### config.mk
export PLATFORM = sky130hd
export DESIGN_NAME = instr_timing
export DESIGN_NICKNAME = d
export VERILOG_FILES = /design/src/hdl/decode_pkg.sv /design/src/hdl/branch_target.sv /design/src/hdl/instr_timing.sv /design/src/hdl/operand_resolve.sv
export SDC_FILE = /design/constraint.sdc
export NUM_CORES = 1
export LEC_CHECK = 0
export BUFFER_PORTS_ARGS = -buffer_cell sky130_fd_sc_hd__buf_4
export CAP_MARGIN = 20
export CORE_MARGIN = 5
export CORE_UTILIZATION = 50
export CTS_BUF_LIST = sky130_fd_sc_hd__clkbuf_8
export CTS_CLUSTER_DIAMETER = 200
export DETAILED_ROUTE_END_ITERATION = 6
export GPL_TIMING_DRIVEN = 0
export PLACE_DENSITY = 0.79
export RECOVER_POWER = 25
export REMOVE_ABC_BUFFERS = 1
export SKIP_LAST_GASP = 1
export SYNTH_ARGS = -nofsm -noshare
export SYNTH_HDL_FRONTEND = slang
export SYNTH_SLANG_ARGS = --single-unit
### constraint.sdc
create_clock -name CLK -period 5.9 [get_ports CLK]
set_clock_uncertainty 0.2 [all_clocks]
set_input_delay 0.59 -clock CLK [delete_from_list [all_inputs] [get_ports CLK]]
set_output_delay 0.59 -clock CLK [all_outputs]
set_load 0.03 [all_outputs]
### src/hdl/decode_pkg.sv
// Shared types and constants for the instruction timing decoder
// How it works
// - Relative branch offset is signed 8-bit, added to next instruction address.
// - Page target keeps the next instruction's 2K page, low 11 bits from opcode top three bits and first operand.
// - Long target is a full 16-bit address anywhere in program space.
// - Unused opcode acts as no-operation; no-operation is one byte, one cycle.
// - Direct address below upper half is data RAM, upper half is special registers.
// - Indirect pointer operand uses only register 0 or 1 of current bank.
// - Bank register operand is one of eight, chosen by opcode, in current bank.
// - Exclusive-OR and other logic ops with bank register: one byte, one cycle.
// - Exclusive-OR with indirect RAM: one byte, two cycles.
// - AND immediate into direct byte: three bytes, three cycles.
// - Rotate accumulator left through carry: one byte, one cycle.
// - Increment data pointer: one byte, one cycle.
// - Load data pointer with 16-bit constant: three bytes, three cycles.
// - Code byte move at accumulator plus data pointer: one byte, three cycles.
// - Every external data move: one byte, three cycles.
// - Nibble exchange swaps low nibbles only: one byte, two cycles.
// - Jump on carry: two bytes, two cycles not taken, three taken.
// - Test-clear-jump: three bytes, three or four cycles, clears a set bit.
// - Compare-jump-unequal on indirect RAM: three bytes, four or five cycles.
// - Decrement-jump-nonzero on bank register: two bytes, two or three cycles.
// - Long call: three bytes, four cycles.
// - Subroutine return and interrupt return: one byte, five cycles each.
// - Conditional branch uses smaller count untaken, larger count taken.
package decode_pkg;

    typedef struct packed {
        logic [1:0] len;
        logic [2:0] cyc;
        logic cond;
    } timing_s;

    // Length, untaken cycles, conditional flag; a taken branch costs one more
    localparam timing_s T_1_1 = '{len: 2'h1, cyc: 3'h1, cond: 1'b0};
    localparam timing_s T_1_2 = '{len: 2'h1, cyc: 3'h2, cond: 1'b0};
    localparam timing_s T_1_3 = '{len: 2'h1, cyc: 3'h3, cond: 1'b0};
    localparam timing_s T_1_5 = '{len: 2'h1, cyc: 3'h5, cond: 1'b0};
    localparam timing_s T_2_2 = '{len: 2'h2, cyc: 3'h2, cond: 1'b0};
    localparam timing_s T_2_3 = '{len: 2'h2, cyc: 3'h3, cond: 1'b0};
    localparam timing_s T_3_3 = '{len: 2'h3, cyc: 3'h3, cond: 1'b0};
    localparam timing_s T_3_4 = '{len: 2'h3, cyc: 3'h4, cond: 1'b0};
    localparam timing_s T_2_2C = '{len: 2'h2, cyc: 3'h2, cond: 1'b1};
    localparam timing_s T_3_3C = '{len: 2'h3, cyc: 3'h3, cond: 1'b1};
    localparam timing_s T_3_4C = '{len: 2'h3, cyc: 3'h4, cond: 1'b1};

    localparam logic [7:0] OP_NOP = 8'h00;
    localparam logic [7:0] OP_SPARE = 8'hA5;
    localparam logic [7:0] OP_JBC = 8'h10;
    localparam logic [7:0] OP_JC = 8'h40;
    localparam logic [7:0] OP_JNC = 8'h50;
    localparam logic [7:0] OP_JZ = 8'h60;
    localparam logic [7:0] OP_JNZ = 8'h70;
    localparam logic [7:0] OP_SJMP = 8'h80;
    localparam logic [7:0] OP_LJMP = 8'h02;
    localparam logic [7:0] OP_LONG_CALL = 8'h12;
    localparam logic [7:0] OP_RET = 8'h22;
    localparam logic [7:0] OP_IRET = 8'h32;
    localparam logic [7:0] OP_RLC = 8'h33;
    localparam logic [7:0] OP_ANL_DI = 8'h53;
    localparam logic [7:0] OP_JMP_ADP = 8'h73;
    localparam logic [7:0] OP_LD_DATA_POINTER = 8'h90;
    localparam logic [7:0] OP_CODE_DP = 8'h93;
    localparam logic [7:0] OP_INC_DATA_POINTER = 8'hA3;
    localparam logic [7:0] OP_COMPARE_JUMP_UNEQUAL_AI = 8'hB4;
    localparam logic [7:0] OP_COMPARE_JUMP_UNEQUAL_AD = 8'hB5;
    localparam logic [7:0] OP_DECREMENT_JUMP_NONZERO_D = 8'hD5;
    localparam logic [7:0] OP_NIBX = 8'hD6;
    localparam logic [7:0] OP_XMOV_RD = 8'hE0;

    localparam int REL_MSB = 7;
    localparam int PAGE_BITS = 11;
    localparam int SFR_BIT = 7;
    localparam logic [7:0] DECREMENT_JUMP_NONZERO_LAST = 8'h01;

    typedef struct packed {
        logic [7:0] opcode;
        logic [7:0] op1;
        logic [7:0] op2;
        logic [15:0] next_pc;
    } instr_s;

    typedef struct packed {
        logic carry;
        logic bit_val;
        logic [7:0] acc;
        logic [7:0] reg_val;
        logic [7:0] ind_val;
        logic [7:0] dir_val;
        logic [15:0] data_pointer;
    } cond_s;

    typedef struct packed {
        logic [7:0] bank_register;
        logic [7:0] indirect_pointer_operand;
        logic [7:0] direct_addr;
        logic direct_is_sfr;
    } operand_s;

endpackage

### src/hdl/branch_target.sv
// Branch destination forming for relative, page, long and indirect jumps
`timescale 1ns/1ps
module branch_target (
    input wire decode_pkg::instr_s instr,
    input wire logic [15:0] data_pointer,
    input wire logic [7:0] acc,
    output logic [15:0] target,
    output logic has_target
);
    logic [7:0] rel;
    logic [7:0] op;

    always_comb
    begin
        op = instr.opcode;
        // Three-byte branches carry the offset in the last byte
        rel = (op[3:0] == 4'h0 && op[7:4] < 4'h4) || op[7:4] == 4'hB || op == decode_pkg::OP_DECREMENT_JUMP_NONZERO_D
            ? instr.op2 : instr.op1;
        has_target = 1'b1;
        if (op[3:0] == 4'h1)
            target = {instr.next_pc[15:decode_pkg::PAGE_BITS], op[7:5], instr.op1};
        else if (op == decode_pkg::OP_LJMP || op == decode_pkg::OP_LONG_CALL)
            target = {instr.op1, instr.op2};
        else if (op == decode_pkg::OP_JMP_ADP)
            target = data_pointer + {8'h00, acc};
        else
        begin
            // Sign extension keeps backward offsets inside the 16-bit space
            target = instr.next_pc + {{8{rel[decode_pkg::REL_MSB]}}, rel};
            has_target = (op[3:0] == 4'h0 && op[7:4] <= 4'h8 && op != decode_pkg::OP_NOP)
                || op[7:4] == 4'hB && op[3:0] >= 4'h4 || op[7:4] == 4'hD && op[3] == 1'b1
                || op == decode_pkg::OP_DECREMENT_JUMP_NONZERO_D;
        end
    end
endmodule

### src/hdl/instr_timing.sv
// Instruction length, cycle timing and branch decision sequencer
`timescale 1ns/1ps
module instr_timing (
    // Clock and reset
    input wire logic CLK,
    input wire logic RST_N,
    // Instruction issue
    input wire logic ISSUE,
    input wire decode_pkg::instr_s INSTR,
    input wire decode_pkg::cond_s COND,
    input wire logic [1:0] BANK,
    input wire logic [7:0] PTR0,
    input wire logic [7:0] PTR1,
    output logic READY,
    // Decoded result
    output logic [1:0] LENGTH,
    output logic [2:0] CYCLES,
    output logic TAKEN,
    output logic [15:0] TARGET,
    output logic TARGET_VALID,
    output decode_pkg::operand_s OPER,
    output logic CLEAR_BIT,
    output logic [7:0] NIB_ACC,
    output logic [7:0] NIB_RAM,
    output logic RETIRE
);
    typedef enum logic [1:0] {
        ST_IDLE = 2'b01,
        ST_EXEC = 2'b10
    } state_e;

    state_e state_q;
    logic [2:0] cnt_q;
    logic [2:0] el_q;
    logic take;
    logic go;
    logic has_tgt;
    logic [15:0] tgt;
    logic [2:0] cyc_eff;
    decode_pkg::timing_s tm;
    decode_pkg::operand_s oper_c;
    logic [7:0] op;

    // Table lookup by opcode, used only by the issue logic
    function automatic decode_pkg::timing_s timing_of(input logic [7:0] o);
        timing_of = decode_pkg::T_2_2;
        case (o[3:0])
            4'h0:
                case (o[7:4])
                    4'h0: timing_of = decode_pkg::T_1_1;
                    4'h1, 4'h2, 4'h3: timing_of = decode_pkg::T_3_3C;
                    4'h4, 4'h5, 4'h6, 4'h7: timing_of = decode_pkg::T_2_2C;
                    4'h8: timing_of = decode_pkg::T_2_3;
                    4'h9: timing_of = decode_pkg::T_3_3;
                    4'hE, 4'hF: timing_of = decode_pkg::T_1_3;
                    default: timing_of = decode_pkg::T_2_2;
                endcase
            4'h1: timing_of = decode_pkg::T_2_3;
            4'h2:
                case (o[7:4])
                    4'h0, 4'h1: timing_of = decode_pkg::T_3_4;
                    4'h2, 4'h3: timing_of = decode_pkg::T_1_5;
                    4'hE, 4'hF: timing_of = decode_pkg::T_1_3;
                    default: timing_of = decode_pkg::T_2_2;
                endcase
            4'h3:
                case (o[7:4])
                    4'h4, 4'h5, 4'h6: timing_of = decode_pkg::T_3_3;
                    4'h7, 4'h8, 4'h9: timing_of = decode_pkg::T_1_3;
                    4'hE, 4'hF: timing_of = decode_pkg::T_1_3;
                    default: timing_of = decode_pkg::T_1_1;
                endcase
            4'h4:
                case (o[7:4])
                    4'h0, 4'h1, 4'hC, 4'hD, 4'hE, 4'hF: timing_of = decode_pkg::T_1_1;
                    4'hB: timing_of = decode_pkg::T_3_3C;
                    default: timing_of = decode_pkg::T_2_2;
                endcase
            4'h5:
                case (o[7:4])
                    4'h7, 4'h8: timing_of = decode_pkg::T_3_3;
                    4'hA: timing_of = decode_pkg::T_1_1;
                    4'hB, 4'hD: timing_of = decode_pkg::T_3_3C;
                    default: timing_of = decode_pkg::T_2_2;
                endcase
            4'h6, 4'h7:
                case (o[7:4])
                    4'h7, 4'h8, 4'hA: timing_of = decode_pkg::T_2_2;
                    4'hB: timing_of = decode_pkg::T_3_4C;
                    default: timing_of = decode_pkg::T_1_2;
                endcase
            default:
                case (o[7:4])
                    4'h7, 4'h8, 4'hA: timing_of = decode_pkg::T_2_2;
                    4'hB: timing_of = decode_pkg::T_3_3C;
                    4'hD: timing_of = decode_pkg::T_2_2C;
                    default: timing_of = decode_pkg::T_1_1;
                endcase
        endcase
    endfunction

    operand_resolve u_oper (
        .opcode(INSTR.opcode),
        .op1(INSTR.op1),
        .bank(BANK),
        .ptr0(PTR0),
        .ptr1(PTR1),
        .oper(oper_c)
    );

    branch_target u_tgt (
        .instr(INSTR),
        .data_pointer(COND.data_pointer),
        .acc(COND.acc),
        .target(tgt),
        .has_target(has_tgt)
    );

    // Branch decision from conditions sampled in the issue cycle
    always_comb
    begin
        op = INSTR.opcode;
        tm = timing_of(op);
        take = 1'b0;
        case (op[7:4])
            4'h1, 4'h2: take = op[3:0] == 4'h0 && COND.bit_val;
            4'h3: take = op[3:0] == 4'h0 && !COND.bit_val;
            4'h4: take = op[3:0] == 4'h0 && COND.carry;
            4'h5: take = op[3:0] == 4'h0 && !COND.carry;
            4'h6: take = op[3:0] == 4'h0 && COND.acc == 8'h00;
            4'h7: take = op[3:0] == 4'h0 && COND.acc != 8'h00;
            4'hB:
                if (op == decode_pkg::OP_COMPARE_JUMP_UNEQUAL_AI)
                    take = COND.acc != INSTR.op1;
                else if (op == decode_pkg::OP_COMPARE_JUMP_UNEQUAL_AD)
                    take = COND.acc != COND.dir_val;
                else if (op[3:1] == 3'b011)
                    take = COND.ind_val != INSTR.op1;
                else
                    take = op[3] && COND.reg_val != INSTR.op1;
            4'hD:
                if (op[3])
                    take = COND.reg_val != decode_pkg::DECREMENT_JUMP_NONZERO_LAST;
                else
                    take = op == decode_pkg::OP_DECREMENT_JUMP_NONZERO_D && COND.dir_val != decode_pkg::DECREMENT_JUMP_NONZERO_LAST;
            default: take = 1'b0;
        endcase
        take = take && tm.cond;
        // Taken costs exactly one more cycle than untaken
        cyc_eff = take ? 3'(tm.cyc + 3'h1) : tm.cyc;
    end

    // Accept a new instruction when idle or in the retiring cycle
    assign READY = state_q == ST_IDLE || RETIRE;
    assign go = ISSUE && READY;
    assign RETIRE = state_q == ST_EXEC && cnt_q == 3'h1;

    always_ff @(posedge CLK)
    begin
        if (!RST_N)
            state_q <= ST_IDLE;
        else if (go)
            state_q <= ST_EXEC;
        else if (RETIRE)
            state_q <= ST_IDLE;
    end

    // Count down in system clocks; no machine cycle prescaler
    always_ff @(posedge CLK)
    begin
        if (!RST_N)
            cnt_q <= 3'h0;
        else if (go)
            cnt_q <= cyc_eff;
        else if (state_q == ST_EXEC)
            cnt_q <= 3'(cnt_q - 3'h1);
    end

    always_ff @(posedge CLK)
    begin
        if (!RST_N)
        begin
            LENGTH <= 2'h0;
            CYCLES <= 3'h0;
            TAKEN <= 1'b0;
            TARGET <= 16'h0000;
            TARGET_VALID <= 1'b0;
            OPER <= '0;
        end
        else if (go)
        begin
            LENGTH <= tm.len;
            CYCLES <= cyc_eff;
            TAKEN <= take;
            TARGET <= tgt;
            TARGET_VALID <= has_tgt && (take || !tm.cond);
            OPER <= oper_c;
        end
    end

    // Bit clear and nibble exchange side effects
    always_ff @(posedge CLK)
    begin
        if (!RST_N)
        begin
            CLEAR_BIT <= 1'b0;
            NIB_ACC <= 8'h00;
            NIB_RAM <= 8'h00;
        end
        else if (go)
        begin
            CLEAR_BIT <= op == decode_pkg::OP_JBC && COND.bit_val;
            if (op[7:1] == decode_pkg::OP_NIBX[7:1])
            begin
                NIB_ACC <= {COND.acc[7:4], COND.ind_val[3:0]};
                NIB_RAM <= {COND.ind_val[7:4], COND.acc[3:0]};
            end
        end
    end

    // Elapsed cycles since issue, read only by checks
    always_ff @(posedge CLK)
    begin
        if (!RST_N)
            el_q <= 3'h0;
        else if (go)
            el_q <= 3'h1;
        else if (state_q == ST_EXEC)
            el_q <= 3'(el_q + 3'h1);
    end
endmodule

### src/hdl/operand_resolve.sv
// Operand address resolution for register, indirect and direct forms
`timescale 1ns/1ps
module operand_resolve (
    input wire logic [7:0] opcode,
    input wire logic [7:0] op1,
    input wire logic [1:0] bank,
    input wire logic [7:0] ptr0,
    input wire logic [7:0] ptr1,
    output decode_pkg::operand_s oper
);
    always_comb
    begin
        oper.bank_register = {3'h0, bank, opcode[2:0]};
        oper.indirect_pointer_operand = opcode[0] ? ptr1 : ptr0;
        oper.direct_addr = op1;
        oper.direct_is_sfr = op1[decode_pkg::SFR_BIT];
    end
endmodule

==> impl_metrics.py, run 1 <==
metrics = {
    "logic_synthesis": {
        "synth_top_family_by_area": "compound AO/OA/AOI/OAI gates",
        "synth_cells": 714,
        "yosys.area.top_type": "dfxtp_1",
        "synth_area_sq_um": 5550,
        "synthMuxAreaShare": 0.0665,
        "yosys_most_used_dff": "dfxtp_1",
        "synth_simple_gate_area_frac": 0.210,
        "synth-async-reset-ratio": 0,
        "synth_top_area_share": 0.238,
        "synth_cell_types": 74,
        "yosysSeqAreaShare": 0.238,
        "synthTopCellsByArea": "dfxtp_1 (24%), ha_1 (6.8%), a21oi_1 (6.5%), xnor2_1 (5.7%), mux2i_1 (4.7%)",
        "synth_fa_ha_area_frac": 0.0749,
        "synthXorXnorAreaFrac": 0.0866,
        "synth_edf_count": 0,
        "synth-compound-area-share": 0.264,
        "synth_area_per_cell_sq_um": 7.77,
        "synth_seq_cells": 66,
        "yosys_warnings": 0,
    },
    "placed_design": {
        "gp_congestion": 0.953,
        "portBuffers": 174,
        "place_hpwl_um": 14100,
    },
    "clocking": {
        "htreeDepth": 3,
        "clock_sinks": 66,
        "cts_tree": "built",
        "cts-root-buf": "clkbuf_8",
        "cts_buffers": 9,
        "postCtsSetupBuffers": 0,
        "path_clk_slew_ns": 0.07,
        "clockBufferDepth": 2,
        "ctsHoldBuffers": 0,
        "cts_resized": 0,
        "clk_latency_ns": 0.36,
    },
    "timing": {
        "rsz0062_at_grt": "no",
        "finalHoldViolations": 0,
        "setup_viol": 0,
        "fin_hold_ws_ns": 0.257,
        "max_freq_ghz": 0.214,
        "tightest_slew_ns": 1.79,
        "finalCritPeriodShare": 0.793,
        "period_minus_slack_ns": 4.68,
        "slew_violations": 55,
        "slew_headroom": -0.195,
        "tns_ns": 0,
    },
    "power": {
        "vdd_ir_drop_max_mv": 0.162,
        "p_leak_nw": 2.93,
        "power_mw": 1.45,
        "p_per_area_nw_per_um2": 210,
    },
    "final_layout": {
        "final_core_util": 0.636,
        "final_common_cell": "buf_4",
        "antenna_cells": 0,
        "mostFrequentLayoutCells": "buf_4 (143), a21oi_1 (72), dfxtp_1 (66)",
        "syn2layout_area_growth_pct": 24.3,
        "drive_gt1_frac": 0.222,
        "layout.nets": 991,
    },
    "route": {
        "drt_iter0_markers": 453,
        "drt_pass1_iterations": 5,
        "antenna_left": 0,
        "vias": 5972,
        "drc_errors": 0,
        "viasPerCell": 6.01,
        "post_drt_wl_per_cell_um": 19.1,
        "drt_wl_total_um": 19000,
    },
    "die": {
        "core_sq_um": 10800,
        "dieArea_sq_um": 13300,
        "die_x_um": 115,
        "top_level_ports": 178,
        "start_util": 0.512,
        "rows": 38,
        "die_h_um": 115,
    },
    "setup_path": {
        "required_ns": 5.98,
        "cp_slowest_cell": "nor4_4",
        "crit_path_end_kind": "flip-flop",
        "cpPeakStageDelay_ns": 0.51,
        "crit_fanout": 23,
        "arrival_ns": 4.76,
        "cp_top_family": "compound AO/OA/AOI/OAI gates",
        "path_class": "primary input to flip-flop",
        "path_cells": "buf_4, nor4_4, mux2i_1, o22ai_4, mux2_2, ha_1, fa_1, a211oi_1, o211ai_1, a211oi_2, o21bai_1, a221o_1, or3b_1, o211ai_1",
        "crit_path_start_kind": "primary input",
        "cpMostUsedCell": "o211ai_1",
        "critPathBufInv": 1,
    },
    "hold_path": {
        "hp-class": "flip-flop to flip-flop",
    },
    "global_routing": {
        "antenna_found_initial": 0,
        "grt_max_degree": 55,
        "grt_pass1_vias": 5867,
        "grt_util_all_layers": 0.284,
        "grt_pass1_wl_um": 29800,
        "overflow": 0,
    },
    "run_status": {
        "status": "complete, but fails checks",
        "violations": "max-capacitance violations, max-slew violations",
    },
    "job": {
        "cap_violations": 1,
    },
}
==> area by class of cell <==
class / instances / area (sq um)
clock inverters: 7 / 68.8
multi-input cells: 581 / 3910
inverters: 14 / 52.6
well taps: 140 / 175
flip-flops and latches: 66 / 1320
clock buffers: 9 / 124
repair buffers: 176 / 1240
fillers: 1016 / 3950
==> report_power, final <==
group	total (mW)	switching, mW	internal, mW
Sequential	0.501	0.0198	0.481
Clock	0.386	0.192	0.194
Combinational	0.562	0.333	0.230
Total	1.45	0.544	0.904
==> per-layer routing <==
layer | share of wire | wire [um] | global-route usage
met1 | 0.42 | 7910 | 0.358
met2 | 0.46 | 8760 | 0.471
met4 | 0.027 | 517 | 0.118
met5 | 0 | 0 | 0
met3 | 0.093 | 1770 | 0.0611
==> synth_stat cells, types with 9 or more instances <==
master	count
buf_2	16
buf_4	9
a211oi_1	24
mux2i_1	26
nand4_1	10
o211ai_1	11
nand2_1	59
dfxtp_1	66
a21oi_1	72
nor2_1	64
ha_1	30
clkbuf_1	25
nor3_1	17
inv_1	13
xor2_1	17
xnor2_1	36
nand3_1	21
o22ai_1	9
o21ai_0	48
==> worst register-to-register path, cell delays in order (launching register included) <==
cell and delay (ns):
dfxtp_1 0.35, inv_1 0.08, ha_1 0.18, and3b_1 0.25, o21ai_4 0.32, buf_12 0.25, or3_1 0.77, mux2i_1 0.28
nor2_1 0.07
==> per-stage QoR <==
stage / worst slack [ns] / cell area (sq um) / instances
after floorplan: 1.74 / 5280 / 661
after global placement: 0.932 / 6760 / 975
after detailed placement: 0.876 / 6820 / 977
after CTS: 1.27 / 7010 / 993
after global routing: 0.988 / 6890 / 993
final: 1.22 / 6890 / 993
==> state kept, by name (all words and copies together), names as in the netlist <==
name          flops
TAKEN             1
NIB_ACC           8
CYCLES            3
cnt_q             3
TARGET           16
NIB_RAM           8
OPER             21
LENGTH            2
CLEAR_BIT         1
TARGET_VALID      1
state_q           2
==> cell families (layout without fill, tap and decap cells) <==
logic type | Yosys count | after routing
xor+xnor | 54 | 54
compound gates | 226 | 226
buf+inv | 69 | 206
flops | 66 | 66
other cells | 1 | 3
fa+ha+maj | 32 | 32
simple gates | 231 | 231
mux | 35 | 35
==> path summary, 6_finish.rpt <==
path	startpoint	slack, ns	cells past startpoint	end
worst min register to register	OPER[6]$_SDFFE_PN0P_	0.26	2	OPER[6]$_SDFFE_PN0P_
worst min-delay path	OPER[6]$_SDFFE_PN0P_	0.26	2	OPER[6]$_SDFFE_PN0P_
worst max-delay path	INSTR[32]	1.22	14	TARGET[14]$_SDFFE_PN0P_
worst max register to register	cnt_q[1]$_SDFFE_PN0P_	2.96	8	NIB_ACC[1]$_SDFFE_PN0P_
No activity file was read; power rests on OpenSTA's default activity.
==> inputs of run 2 (changes only) <==
clock period = 4.5 ns   (was 5.9 ns; I/O delays follow)
==> run 2 against run 1 <==
Effect of this change:
- the run now ends clean
- first-iteration DRC count rose by 2.4%
- sequential share of layout area fell by 0.093 points
- largest cell class unchanged
- die area did not move
- clock power rose by 32%
- total power rose by 31%
- clock-buffer cell count did not move
==> impl_metrics.py, run 2 (synthesis results as in run 1) <==
metrics = {
    "final_layout": {
        "num-fill-cells": 1014,
        "final_common_cell": "buf_4",
        "mostFrequentLayoutCells": "buf_4 (147), a21oi_1 (72), dfxtp_1 (66)",
        "layout.nets": 996,
        "final_cells": 998,
        "reg_top3": "OPER (21), TARGET (16)",
        "drive_gt1_frac": 0.226,
        "antenna_cells": 0,
        "syn2layout_area_growth_pct": 24.9,
        "largest-register": "OPER",
        "stdcell_area_sq_um": 6930,
        "largest_reg_flops": 21,
    },
    "placed_design": {
        "gp_congestion": 0.953,
        "portBuffers": 174,
        "post_dp_cell_area_sq_um": 6820,
        "placedCellCount": 977,
        "place_hpwl_um": 14100,
    },
    "setup_path": {
        "crit_path_start_kind": "primary input",
        "arrival_ns": 4.34,
        "crit_fanout": 18,
        "r2r_slack_ns": 1.60,
        "path_class": "primary input to flip-flop",
        "required_ns": 4.58,
        "crit_path_end_kind": "flip-flop",
    },
    "timing": {
        "setup_viol": 0,
        "period_minus_slack_ns": 4.26,
        "max_freq_ghz": 0.235,
        "tightest_slew_ns": 1.12,
        "slew_headroom": 0.233,
        "finalCritPeriodShare": 0.947,
        "slew_violations": 0,
        "rsz0062_at_grt": "no",
        "finalHoldViolations": 0,
    },
    "die": {
        "die_h_um": 115,
        "rows": 38,
        "core_sq_um": 10800,
        "die_x_um": 115,
        "start_util": 0.512,
        "top_level_ports": 178,
        "dieArea_sq_um": 13300,
    },
    "route": {
        "drt_iter0_markers": 464,
        "viasPerCell": 5.99,
        "post_drt_wl_per_cell_um": 19.0,
        "drt_pass1_iterations": 5,
        "drc_errors": 0,
        "antenna_left": 0,
        "drt_wl_total_um": 19000,
        "vias": 5975,
    },
    "global_routing": {
        "grt_max_degree": 55,
        "antenna_found_initial": 0,
        "grt_pass1_vias": 5867,
        "grt_pass1_wl_um": 29800,
        "grt_util_all_layers": 0.284,
        "overflow": 0,
    },
    "clocking": {
        "ctsHoldBuffers": 0,
        "cts_tree": "built",
        "cts_resized": 0,
        "cts-root-buf": "clkbuf_8",
        "clock_sinks": 66,
        "cts_buffers": 9,
        "path_clk_slew_ns": 0.08,
        "htreeDepth": 3,
        "clockBufferDepth": 2,
        "clk_latency_ns": 0.36,
    },
    "job": {
        "cap_violations": 0,
    },
    "power": {
        "vdd_ir_drop_max_mv": 0.212,
        "p_leak_nw": 2.95,
        "p_per_area_nw_per_um2": 275,
    },
    "run_status": {
        "status": "finished clean",
    },
    "hold_path": {
        "hp-class": "primary input to flip-flop",
    },
}
-- run 2: layout make-up --
class / count / area [sq um] / share of cell area
Clock buffer: 9 / 124 / 0.0179
Clock inverter: 7 / 68.8 / 0.00993
Inverter: 14 / 52.6 / 0.00759
Multi-Input combinational cell: 581 / 3910 / 0.565
Sequential cell: 66 / 1320 / 0.191
Tap cell: 140 / 175 / 0.0253
Timing Repair Buffer: 181 / 1270 / 0.184
-- run 2: report_power, final --
| part | switching [mW] | leakage, nW | internal (mW) |
|---|---|---|---|
| clock network | 0.254 | 0.0954 | 0.254 |
| registers | 0.0259 | 0.541 | 0.630 |
| logic | 0.437 | 2.32 | 0.303 |
| total | 0.717 | 2.95 | 1.19 |
-- run 2: metrics by stage --
stage | power [mW] | hold slack (ns) | setup slack, ns | TNS (ns) | util
floorplan | 1.12 | 0.259 | 0.482 | 0 | -
global placement | 1.39 | 0.243 | -0.328 | -0.371 | 0.624
detailed placement | 1.42 | 0.248 | -0.384 | -0.501 | 0.629
CTS | 1.93 | 0.110 | 0.00582 | 0 | 0.647
global route | 2.01 | 0.130 | 0.0504 | 0 | 0.639
finish | 1.90 | 0.130 | 0.239 | 0 | 0.639
-- run 2: worst paths after layout --
kind         cells after the start                      end             startpoint
max                             14  TARGET[14]$_SDFFE_PN0P_              INSTR[33]
min                              3    OPER[21]$_SDFFE_PN0P_                BANK[1]
max reg2reg                      8  NIB_RAM[4]$_SDFFE_PN0P_  cnt_q[1]$_SDFFE_PN0P_
min reg2reg                      2     OPER[6]$_SDFFE_PN0P_   OPER[6]$_SDFFE_PN0P_
-- run 2: what timing repair did --
item | in CTS | in global routing
setup endpoints to repair | 0 | 1
buffers inserted | 0 | 5
hold endpoints to repair | 0 | 0
-- run 2: worst max-delay path, cell delays in order --
cell	delay, ns
buf_4	0.18
nor4_4	0.48
mux2i_1	0.20
o22ai_4	0.19
buf_4	0.22
mux2_2	0.38
fa_1	0.46
a211oi_1	0.29
o211ai_1	0.21
a211oi_2	0.36
o21bai_1	0.15
a221o_1	0.33
or3b_1	0.36
o211ai_1	0.09
-- run 2: routing by layer --
| metal | wire length, um | GRT usage | share of wire | vias up |
|---|---|---|---|---|
| met2 | 8700 | 0.471 | 0.46 | 276 |
| met5 | 0 | 0 | 0 | - |
| li1 | - | - | - | 2890 |
| met1 | 8030 | 0.358 | 0.42 | 2772 |
| met4 | 533 | 0.118 | 0.028 | 0 |
| met3 | 1690 | 0.0611 | 0.089 | 37 |
